`src/rtl/dma_chan_params.svh`:
```
/*
 * Offsets, field positions, reset values and trigger codes of the DMA channel
 * status and trigger-select logic. Assumes inclusion by the package and modules.
 */
`ifndef DMA_CHAN_PARAMS_SVH
`define DMA_CHAN_PARAMS_SVH

`define REG_ADDR_W 4
`define CHAN_INT_STATUS_OFS 4'h0

`define ST_BUF_PEND_BIT 15
`define ST_CODE_MSB 14
`define ST_CODE_LSB 8
`define ST_UPPER_BIT 7
`define ST_LOWER_BIT 6
`define ST_DONE_BIT 5
`define ST_HALF_BIT 4
`define ST_OVR_BIT 3
`define ST_HALF_EN_BIT 0

`define CODE_RESET 7'h00
`define FLAGS_RESET 5'h00
`define RDATA_RESET 16'h0000

`define TRIG_EXT_IRQ0 7'h00
`define TRIG_EXT_IRQ1 7'h08
`define TRIG_EXT_IRQ2 7'h0b
`define TRIG_EXT_IRQ3 7'h0d
`define TRIG_MEM_ECC 7'h06
`define TRIG_TWO_WIRE_ONE 7'h09
`define TRIG_TWO_WIRE_TWO 7'h13
`define TRIG_TWO_WIRE_THREE 7'h64
`define TRIG_CHECKSUM 7'h18
`define TRIG_CONV_GROUP 7'h27
`define TRIG_CONV_FIRST 7'h28
`define TRIG_CONV_LAST 7'h3f
`define TRIG_FILTER_FIRST 7'h40
`define TRIG_FILTER_LAST 7'h43
`define TRIG_CELL_ONE 7'h44
`define TRIG_CELL_TWO 7'h45
`define TRIG_CELL_THREE 7'h60
`define TRIG_CELL_FOUR 7'h61
`define TRIG_RSV_A 7'h1a
`define TRIG_RSV_B_FIRST 7'h48
`define TRIG_RSV_B_LAST 7'h56
`define TRIG_RSV_C 7'h5a
`define TRIG_RSV_D 7'h5b
`define TRIG_RSV_E 7'h5e
`define TRIG_RSV_F 7'h5f
`define TRIG_RSV_G_FIRST 7'h6e

`endif

```
`src/rtl/dma_chan_pkg.sv`:
```
/*
 * Types shared by the DMA channel status logic and its trigger selector.
 * Assumes the params header is on the include path.
 */
`include "dma_chan_params.svh"

package dma_chan_pkg;

    typedef logic [6:0] trig_code_t;

    typedef struct packed {
        logic upper;
        logic lower;
        logic done;
        logic half;
        logic ovr;
    } flags_t;

    typedef struct packed {
        logic valid;
        logic [15:0] addr;
    } access_t;

endpackage : dma_chan_pkg

```
`src/rtl/dma_channel_status.sv`:
```
/*
 * Status flags, interrupt request and trigger selection of one DMA channel.
 * Assumes the transfer engine supplies enable, busy, counter, completion and
 * access strobes on the same clock, and peripheral lines on src_irq.
 */
// Functional notes
// - Disabled: done flag tells last session outcome.
// - Enabled: done clear during session, set after.
// - Set halfway flag at half programmed count.
// - Trigger while busy sets overrun flag.
// - Halfway enabled: interrupt at half and completion.
// - Halfway disabled: interrupt only at completion.
// - Software flag writes raise no interrupt.
// - Limits checked after the access happens.
// - Bits two and one read zero.
// - Codes 00,08,0B,0D select external irqs 0-3.
// - 27h group done; 28h-3Fh analog inputs.
// - Codes 40h-43h select oversample filters 1-4.
// - 44h,45h,60h,61h select logic cells 1-4.
// - Code 18h selects checksum generator.
// - Code 06h selects memory ECC single-bit event.
// - 09h,13h,64h select two-wire target events.
`timescale 1ns/1ps
`include "dma_chan_params.svh"

module dma_channel_status
    import dma_chan_pkg::*;
(
    input wire logic clk,
    input wire logic rst_b,
    input wire logic clk_en,
    input wire logic [`REG_ADDR_W-1:0] reg_addr,
    input wire logic [15:0] reg_wdata,
    input wire logic reg_wr,
    input wire logic reg_rd,
    output logic [15:0] reg_rdata,
    input wire logic [127:0] src_irq,
    input wire logic channel_enable,
    input wire logic busy,
    input wire logic xfer_done,
    input wire logic cnt_dec,
    input wire logic [15:0] channel_transfer_counter,
    input wire logic [15:0] count_init,
    input wire access_t access,
    input wire logic [15:0] upper_address_limit,
    input wire logic [15:0] lower_address_limit,
    input wire logic buf_write_pending,
    output logic trigger_pulse,
    output logic channel_irq
);

    flags_t flags_reg;
    flags_t flags_next;
    flags_t flags_set;
    trig_code_t code_reg;
    trig_code_t code_next;
    logic half_en_reg;
    logic half_en_next;
    logic en_prev_reg;
    logic en_prev_next;
    logic [15:0] rdata_reg;
    logic [15:0] rdata_next;
    logic trig_reg;
    logic trig_next;
    logic irq_reg;
    logic irq_next;
    logic [15:0] status_word;
    logic sel_wr;
    logic sel_rd;
    logic trig_evt;
    logic half_evt;
    logic session_start;

    assign sel_wr = reg_wr && (reg_addr == `CHAN_INT_STATUS_OFS);
    assign sel_rd = reg_rd && (reg_addr == `CHAN_INT_STATUS_OFS);

    trigger_select u_trigger_select (
        .clk(clk),
        .rst_b(rst_b),
        .clk_en(clk_en),
        .code(code_reg),
        .src_irq(src_irq),
        .trig_evt(trig_evt)
    );

    // The code is the index of the source line; the known lines are wired as:
    // 00h/08h/0Bh/0Dh external irqs, 27h group, 28h-3Fh analog inputs 0-23
    // 40h-43h filters 1-4, 44h/45h/60h/61h logic cells 1-4
    // 18h checksum, 06h ECC, 09h/13h/64h two-wire targets.
    // Reserved codes stay inert even if software ignores the usage limit.

    assign half_evt = cnt_dec && (channel_transfer_counter == {1'b0, count_init[15:1]});
    assign session_start = channel_enable && !en_prev_reg;

    always_comb begin
        flags_set = '0;
        flags_set.done = xfer_done;
        flags_set.half = half_evt;
        flags_set.ovr = trig_evt && busy;
        // Comparison uses the address of an access already performed.
        flags_set.upper = access.valid && (access.addr > upper_address_limit);
        flags_set.lower = access.valid && (access.addr < lower_address_limit);
    end

    always_comb begin
        flags_next = flags_reg;
        code_next = code_reg;
        half_en_next = half_en_reg;
        en_prev_next = en_prev_reg;
        if (clk_en) begin
            en_prev_next = channel_enable;
            // A new session clears the outcome; while disabled it is held.
            if (session_start) begin
                flags_next.done = 1'b0;
            end
            if (sel_wr) begin
                code_next = reg_wdata[`ST_CODE_MSB:`ST_CODE_LSB];
                half_en_next = reg_wdata[`ST_HALF_EN_BIT];
                flags_next.upper = reg_wdata[`ST_UPPER_BIT];
                flags_next.lower = reg_wdata[`ST_LOWER_BIT];
                flags_next.done = reg_wdata[`ST_DONE_BIT];
                flags_next.half = reg_wdata[`ST_HALF_BIT];
                flags_next.ovr = reg_wdata[`ST_OVR_BIT];
            end
            // Hardware events win over a same-cycle clear.
            flags_next = flags_next | flags_set;
        end
    end

    always_ff @(posedge clk) begin
        if (!rst_b) begin
            flags_reg <= `FLAGS_RESET;
            code_reg <= `CODE_RESET;
            half_en_reg <= 1'b0;
            en_prev_reg <= 1'b0;
        end else begin
            flags_reg <= flags_next;
            code_reg <= code_next;
            half_en_reg <= half_en_next;
            en_prev_reg <= en_prev_next;
        end
    end

    // Interrupts come only from hardware events, never from flag writes.
    always_comb begin
        irq_next = irq_reg;
        trig_next = trig_reg;
        if (clk_en) begin
            irq_next = xfer_done || (half_evt && half_en_reg);
            trig_next = trig_evt && channel_enable;
        end
    end

    always_ff @(posedge clk) begin
        if (!rst_b) begin
            irq_reg <= 1'b0;
            trig_reg <= 1'b0;
        end else begin
            irq_reg <= irq_next;
            trig_reg <= trig_next;
        end
    end

    always_comb begin
        status_word = '0;
        status_word[`ST_BUF_PEND_BIT] = buf_write_pending;
        status_word[`ST_CODE_MSB:`ST_CODE_LSB] = code_reg;
        status_word[`ST_UPPER_BIT] = flags_reg.upper;
        status_word[`ST_LOWER_BIT] = flags_reg.lower;
        status_word[`ST_DONE_BIT] = flags_reg.done;
        status_word[`ST_HALF_BIT] = flags_reg.half;
        status_word[`ST_OVR_BIT] = flags_reg.ovr;
        status_word[`ST_HALF_EN_BIT] = half_en_reg;
        // Bits 2 and 1 keep their zero from the default above.
    end

    // Read data stand until the next enabled cycle; an enabled cycle without a read loads zero.
    always_comb begin
        rdata_next = rdata_reg;
        if (clk_en) begin
            rdata_next = sel_rd ? status_word : `RDATA_RESET;
        end
    end

    always_ff @(posedge clk) begin
        if (!rst_b) begin
            rdata_reg <= `RDATA_RESET;
        end else begin
            rdata_reg <= rdata_next;
        end
    end

    assign reg_rdata = rdata_reg;
    assign trigger_pulse = trig_reg;
    assign channel_irq = irq_reg;

    done_disabled_a: assert property (@(posedge clk) disable iff (!rst_b)
        clk_en && !channel_enable && flags_reg.done && !sel_wr |=> flags_reg.done)
        else $error("done flag lost while channel disabled");

    done_set_a: assert property (@(posedge clk) disable iff (!rst_b)
        clk_en && xfer_done |=> flags_reg.done)
        else $error("completion did not set done flag");

    half_flag_a: assert property (@(posedge clk) disable iff (!rst_b)
        clk_en && cnt_dec && channel_transfer_counter == {1'b0, count_init[15:1]}
        |=> flags_reg.half)
        else $error("halfway flag not set at half count");

    overrun_set_a: assert property (@(posedge clk) disable iff (!rst_b)
        clk_en && trig_evt && busy |=> flags_reg.ovr)
        else $error("overrun flag not set");

    half_irq_a: assert property (@(posedge clk) disable iff (!rst_b)
        clk_en && half_evt && half_en_reg |=> channel_irq ##1 (!channel_irq || $past(xfer_done)))
        else $error("halfway interrupt missing");

    no_half_irq_a: assert property (@(posedge clk) disable iff (!rst_b)
        clk_en && half_evt && !half_en_reg && !xfer_done |=> !channel_irq)
        else $error("halfway interrupt while disabled");

    sw_no_irq_a: assert property (@(posedge clk) disable iff (!rst_b)
        clk_en && sel_wr && !xfer_done && !half_evt |=> !channel_irq)
        else $error("flag write raised interrupt");

    limit_after_a: assert property (@(posedge clk) disable iff (!rst_b)
        clk_en && access.valid && access.addr > upper_address_limit |=> flags_reg.upper)
        else $error("upper limit flag not set after access");

    unimpl_zero_a: assert property (@(posedge clk) disable iff (!rst_b)
        clk_en && sel_rd |=> reg_rdata[2:1] == 2'b00 && reg_rdata[0] == $past(half_en_reg))
        else $error("unimplemented bits not zero");

    ovr_sticky_a: assert property (@(posedge clk) disable iff (!rst_b)
        flags_reg.ovr && !(clk_en && sel_wr) |=> flags_reg.ovr)
        else $error("overrun flag cleared without write");

    trig_one_a: assert property (@(posedge clk) disable iff (!rst_b)
        trigger_pulse |=> !trigger_pulse)
        else $error("trigger longer than one cycle");

    // Completion must interrupt whatever the halfway enable says.
    done_irq_a: assert property (@(posedge clk) disable iff (!rst_b)
        clk_en && xfer_done |=> channel_irq)
        else $error("completion gave no interrupt");

    irq_source_a: assert property (@(posedge clk) disable iff (!rst_b)
        clk_en && !xfer_done && !(half_evt && half_en_reg) |=> !channel_irq)
        else $error("interrupt without a hardware event");

    done_new_session_a: assert property (@(posedge clk) disable iff (!rst_b)
        clk_en && session_start && !xfer_done && !sel_wr |=> !flags_reg.done)
        else $error("done flag not cleared at session start");

    lower_after_a: assert property (@(posedge clk) disable iff (!rst_b)
        clk_en && access.valid && access.addr < lower_address_limit |=> flags_reg.lower)
        else $error("lower limit flag not set after access");

    half_sticky_a: assert property (@(posedge clk) disable iff (!rst_b)
        flags_reg.half && !(clk_en && sel_wr) |=> flags_reg.half)
        else $error("halfway flag cleared without write");

    code_store_a: assert property (@(posedge clk) disable iff (!rst_b)
        clk_en && sel_wr |=> code_reg == $past(reg_wdata[`ST_CODE_MSB:`ST_CODE_LSB]))
        else $error("trigger code not stored");

    trig_select_a: assert property (@(posedge clk) disable iff (!rst_b)
        clk_en && channel_enable && trig_evt |=> trigger_pulse)
        else $error("selected source gave no trigger");

    trig_disabled_a: assert property (@(posedge clk) disable iff (!rst_b)
        clk_en && !channel_enable |=> !trigger_pulse)
        else $error("trigger while channel disabled");

    // Reserved codes 1Ah and 6Eh upward are checked here too, so a decoder slip cannot arm them.
    rsv_inert_a: assert property (@(posedge clk) disable iff (!rst_b)
        code_reg == `TRIG_RSV_A || code_reg >= `TRIG_RSV_G_FIRST |-> !trig_evt)
        else $error("reserved code produced a trigger");

    rdata_idle_a: assert property (@(posedge clk) disable iff (!rst_b)
        clk_en && !sel_rd |=> reg_rdata == `RDATA_RESET)
        else $error("read data outside a read cycle");

    // The enable input freezes everything but reset, outputs included.
    freeze_hold_a: assert property (@(posedge clk) disable iff (!rst_b)
        !clk_en |=> $stable(flags_reg) && $stable(code_reg) && $stable(channel_irq))
        else $error("state moved while clock enable low");

    half_cycle_c: cover property (@(posedge clk) disable iff (!rst_b)
        half_evt && half_en_reg ##[1:200] xfer_done);
    overrun_c: cover property (@(posedge clk) disable iff (!rst_b) trig_evt && busy);
    status_read_c: cover property (@(posedge clk) disable iff (!rst_b)
        sel_rd && flags_reg.done);
    session_clear_c: cover property (@(posedge clk) disable iff (!rst_b)
        session_start && flags_reg.done);
    lower_limit_c: cover property (@(posedge clk) disable iff (!rst_b)
        access.valid && access.addr < lower_address_limit);

endmodule : dma_channel_status

```
`src/rtl/trigger_select.sv`:
```
/*
 * Picks one peripheral interrupt line by trigger-select code and turns its
 * rising edge into a single-cycle trigger. Sources are on the system clock.
 */
`timescale 1ns/1ps
`include "dma_chan_params.svh"

module trigger_select
    import dma_chan_pkg::*;
(
    input wire logic clk,
    input wire logic rst_b,
    input wire logic clk_en,
    input wire trig_code_t code,
    input wire logic [127:0] src_irq,
    output logic trig_evt
);

    logic [127:0] prev_reg;
    logic [127:0] prev_next;
    logic code_ok;

    // Reserved codes are never armed, so a stray source on them is harmless.
    always_comb begin
        code_ok = 1'b1;
        if (code == `TRIG_RSV_A || code == `TRIG_RSV_C || code == `TRIG_RSV_D ||
            code == `TRIG_RSV_E || code == `TRIG_RSV_F) begin
            code_ok = 1'b0;
        end
        if ((code >= `TRIG_RSV_B_FIRST && code <= `TRIG_RSV_B_LAST) ||
            code >= `TRIG_RSV_G_FIRST) begin
            code_ok = 1'b0;
        end
    end

    // Every line is sampled each enabled cycle, so a code change does not fake an edge.
    always_comb begin
        prev_next = prev_reg;
        if (clk_en) begin
            prev_next = src_irq;
        end
    end

    always_ff @(posedge clk) begin
        if (!rst_b) begin
            prev_reg <= '0;
        end else begin
            prev_reg <= prev_next;
        end
    end

    // Line n of src_irq is the source for code n; only the selected one counts.
    assign trig_evt = clk_en && code_ok && src_irq[code] && !prev_reg[code];

endmodule : trigger_select

```
`config.mk`:
```
export PLATFORM = sky130hd
export DESIGN_NAME = dma_channel_status
export DESIGN_NICKNAME = d
export VERILOG_FILES = /design/src/rtl/dma_chan_pkg.sv /design/src/rtl/dma_channel_status.sv /design/src/rtl/trigger_select.sv
export VERILOG_INCLUDE_DIRS = /design/src /design/src/rtl
export SDC_FILE = /design/constraint.sdc
export NUM_CORES = 1
export LEC_CHECK = 0
export ABC_AREA = 1
export BUFFER_PORTS_ARGS = -buffer_cell sky130_fd_sc_hd__buf_2
export CORE_ASPECT_RATIO = 0.6
export CORE_UTILIZATION = 50
export DETAILED_ROUTE_END_ITERATION = 16
export MAX_ROUTING_LAYER = met4
export PLACE_DENSITY = 0.79
export REMOVE_ABC_BUFFERS = 1
export SLEW_MARGIN = 25
export SYNTH_ARGS = -nofsm -noshare
export SYNTH_HDL_FRONTEND = slang
export SYNTH_SLANG_ARGS = --single-unit
```
`constraint.sdc`:
```
create_clock -name clk -period 3 [get_ports clk]
set_clock_uncertainty 0.2 [all_clocks]
set_input_delay 0.6 -clock clk [delete_from_list [all_inputs] [get_ports clk]]
set_output_delay 0.6 -clock clk [all_outputs]
set_load 0.02 [all_outputs]
```
# After elaboration in Yosys (flattened, before gate mapping)
# Index checks and enable logic that the tools add are counted.
# W data, S select, Z words.
# op_classes
reduce_logical,23
muxes,10
n_lt_le_gt_ge,6
eq_ne,6
n_bitwise,1
# ops
cell,n
$eq A7 B7 Y1 const B,4
$eq A16 B15 Y1,1
$gt A16 B16 Y1,1
$lt A16 B16 Y1,1
$mux W16,1
$bmux W1 S7,2
$ge A7 B7 Y1 const B,2
$logic_and A1 B1 Y1,13
$mux W5,2
$lt A7 B8 Y1 const B,1
$eq A7 B5 Y1 const B,1
$le A7 B7 Y1 const B,1
$logic_or A1 B1 Y1,6
$mux W1,5
$or A5 B5 Y5,1
$logic_not A4 Y1,1
$logic_not A1 Y1,2
$reduce_and A2 Y1,1
# totals
regBits,160

# Logic depth before layout (Yosys ltp)
# logic_depth
depth_word,12
depth_mapped,19
mapped_depth_nobuf,17

# By module
# Synthesis repeated with hierarchy kept, for this count alone.
# hier_totals
hier_cells,1476
area_unflattened_um2,9280.2
# by_module_without_submodules
mod,cells_each,area_per_inst_um2,n_inst
trigger_select,1140,7039.3,1
dma_channel_status,336,2240.9,1

# Worst setup path before layout
# No wires, ideal clock.
# synth_timing
kind,in2reg
from,in clk_en
to,reg code_reg[4]
setup_ns,0.128
path_slack_ns,0.997
arrival_ns,1.675
cell_stages,7
path_cell_list,buf_2 > clkinv_1 > nor2_1 > inv_1 > clkbuf_1 > o21ai_0 > a21oi_1
# synth_via
elab_chain_len,1
# synth_lines
element,line_no,text
"start, declared",dma_channel_status.sv:31,"input wire logic clk_en,"
$reduce_and A2 Y1 (no line),n/a,
"end signal, assigned",dma_channel_status.sv:133,code_reg <= `CODE_RESET;
"end signal, assigned",dma_channel_status.sv:138,code_reg <= code_next;
"end, declared",dma_channel_status.sv:55,trig_code_t code_reg;
# No other way between the ends.
# A chain may end at the register's enable or synchronous reset.

# Worst setup path in the final report
# layout_timing
from,reg code_reg[2]
to,reg flags_reg[0] (netlist name)
# layout_via
elab_chain_len,12
word_cells_on_any_way,26
cone_classes,3 x order compare; 5 x eq/ne; 6 x mux; 1 x bitwise; 11 x reduce/logical
# layout_lines
element,line_no,text
branches (longest 9 deep; another with $bmux W1 S7),n/a,
$logic_and A1 B1 Y1 *,trigger_select.sv:53,assign trig_evt = clk_en && code_ok && src_irq[code] && !prev_reg[code];
$logic_and A1 B1 Y1 *,dma_channel_status.sv:99,flags_set.ovr = trig_evt && busy;
$or A5 B5 Y5 *,dma_channel_status.sv:126,flags_next = flags_next | flags_set;
"end signal, assigned",dma_channel_status.sv:132,flags_reg <= `FLAGS_RESET;
"end signal, assigned",dma_channel_status.sv:137,flags_reg <= flags_next;
"end, declared",dma_channel_status.sv:52,flags_t flags_reg;
# Mark *: on every way between the ends. The select of a mux whose other input is x is not followed.

==> results.yml <==
sta:
  finalHoldViolCount: 0
  max_freq_ghz: 0.400
  final_max_slew_viol_count: 0
  slew_headroom: 0.512
  worst_slew_pin_slew_ns: 0.732
  setup_viol: 0
  rsz0062_at_grt: "no"
  setup_ws_ns: 0.497
  period_needed_ns: 2.50
  period_share: 0.834
grt:
  grt_pass1_vias: 8640
  grt_util_all_layers: 0.295
  grt_max_degree: 162
  grt_first_pass_wirelength_mm: 42.5
  antenna_found_initial: 2
  globalRoute.totalOverflow: 0
floorplan:
  num_io_pins: 257
  fp.dieW_um: 175
  start_util: 0.518
  coreArea_mm2: 0.0174
  die_h_um: 106
  rows: 37
  dieArea_mm2: 0.0186
yosys:
  synth-edff-count: 0
  syn_area_mm2: 0.00900
  ys.warnings.count: 0
  avgSynthCellArea_um2: 6.42
  synth_top_cell_by_area: "dfxtp_1"
  synth_fa_ha_area_frac: 0.0431
  synth_top_family_by_area: "simple AND/OR/NAND/NOR gates"
  yosysMostFrequentCell: "nand2_1"
  synth.cells.most_frequent: "323 x nand2_1, 184 x inv_1, 182 x o21ai_0"
  yosysUniqueCellTypes: 46
  synthSimpleGateAreaFrac: 0.253
  synthCells: 1402
  synthTopCellsByArea: "dfxtp_1 35%, nand2_1 13%, o21ai_0 10%, a21oi_1 9.0%, inv_1 7.7%"
  synth_xor_area_frac: 0.00292
  ys_seq_elements: 158
  synth_top_cell_area_share: 0.352
  ys_async_sr_fraction: 0
  synth_compound_area_frac: 0.216
  ys_seq_area_frac: 0.352
  muxShareOfSynthArea: 0.00111
  synthFlopType: "dfxtp_1"
power:
  clockPowerShare: 0.421
  comb_power_share: 0.148
  p_int_mw: 3.87
  swShare: 0.270
  p_leak_nw: 5.47
  p_sw_mw: 1.43
  pwr-share-seq: 0.431
  ir_worst_vdd_mv: 0.390
  p_per_area_mw_per_mm2: 489
place:
  dp_cells: 1816
  hpwl_mm: 18.5
  port_buffers: 250
  gp_congestion: 0.870
  dp_slack_ns: 0.551
cts:
  post-cts-setup-buffers: 0
  numClockSinks: 158
  htree_num_levels: 4
  cts_root_buf: "clkbuf_16"
  clkTransAtPathRegs_ns: 0.07
  numCtsBuffers: 17
  cts_tree: "done"
  cts_max_path_buffers: 2
  ctsResizeCount: 0
  cts_hold_buf: 0
  clock_latency_ns: 0.41
critical_path:
  endpoint_kind: "flop"
  critPathMaxFanout: 12
  cp.required_ns: 3.15
  crit_type: "reg -> reg"
  startpoint_type: "flop"
  critPathArrivalTime_ns: 2.65
layout:
  areaGrowthSynthToFinish_pct: 20.8
  drive_gt1_frac: 0.190
  n_fill_cell: 1630
  post_layout_nonfiller_instances: 1850
  register_area_mm2: 0.00317
  multi_input_area_mm2: 0.00465
  largest_register_ffs: 128
  nNetsFinal: 1871
detailed_routing:
  num_vias: 9621
  wl_per_cell_um: 14.3
  drc: 0
  first_pass_iters: 5
  wirelength_mm: 26.5
  dr.first_iter.drc_count: 896
  viasPerCell: 5.20
  ant_nets: 0
min_path:
  hp-class: "in -> reg"
outcome:
  status: "completed"
run:
  maxCapViolCount: 0
power by group through the flow:
stage	Clock [mW]	Sequential, mW	Combinational [mW]
floorplan	0	2.33	0.404
global placement	0	2.33	0.755
detailed placement	0	2.33	0.775
CTS	2.25	2.28	0.781
global route	2.35	2.30	0.892
finish	2.24	2.29	0.785
kinds of logic after synthesis:
family / count (synthesis)
fa+ha+maj: 31
xor+xnor: 3
other cells: 1
buf+inv: 279
mux: 1
flops: 158
simple gates: 554
compound gates: 375
layer usage:
metal | vias up | global-route usage | wire length [um]
li1 | 4919 | - | -
met4 | 0 | 0.0857 | 434
met3 | 36 | 0.0486 | 2280
met1 | 4288 | 0.407 | 12300
met2 | 378 | 0.446 | 11500
met5 | - | - | 0
through the flow:
step | setup TNS [ns] | total power, mW | cell area (um^2) | hold slack, ns | utilization
CTS | 0 | 5.32 | 10900 | 0.209 | 0.625
global placement | 0 | 3.08 | 10300 | 0.238 | 0.591
finish | 0 | 5.31 | 10900 | 0.212 | 0.626
floorplan | -68.38 | 2.74 | 8540 | 0.228 | -
detailed placement | 0 | 3.11 | 10300 | 0.245 | 0.591
global route | 0 | 5.54 | 10900 | 0.217 | 0.626
layout make-up:
type                            count  share of cell area
Timing Repair Buffer              265               0.131
Sequential cell                   158               0.292
Clock inverter                     12              0.0147
Antenna cell                        2            0.000461
Multi-Input combinational cell    966               0.428
Tap cell                          234              0.0270
Inverter                          193              0.0676
Clock buffer                       20              0.0402
final timing paths:
path                                startpoint                      endpoint  depth (start not counted)  slack [ns]
hold reg to reg   u_trigger_select.prev_reg[4]  u_trigger_select.prev_reg[4]                          2        0.25
setup reg to reg                   code_reg[2]                  flags_reg[0]                         12        0.50
setup / recovery                   code_reg[2]                  flags_reg[0]                         12        0.50
hold / removal                    reg_wdata[0]                   half_en_reg                          3        0.21
placed cells by master (no fill, tap or decap), types with 17 or more instances in the layout:
cell	synthesis	layout
nand3_1	80	80
dfxtp_1	158	157
inv_1	184	184
nand2_1	323	323
nor2_1	123	123
a21oi_1	162	162
buf_2	17	248
clkbuf_16	0	17
ha_1	31	31
o21ai_0	182	182
worst max-delay path, cell delays in order (launching register included):
cell     delay, ns
dfxtp_1       0.80
inv_2         0.28
a21oi_1       0.20
nand3_1       0.08
nand2_1       0.08
nand3_1       0.12
nand2_1       0.11
inv_1         0.05
nor2_1        0.09
nand2_1       0.07
nand2_1       0.11
nand4_1       0.11
a21oi_1       0.14
Power figures use the tool's default switching activity.
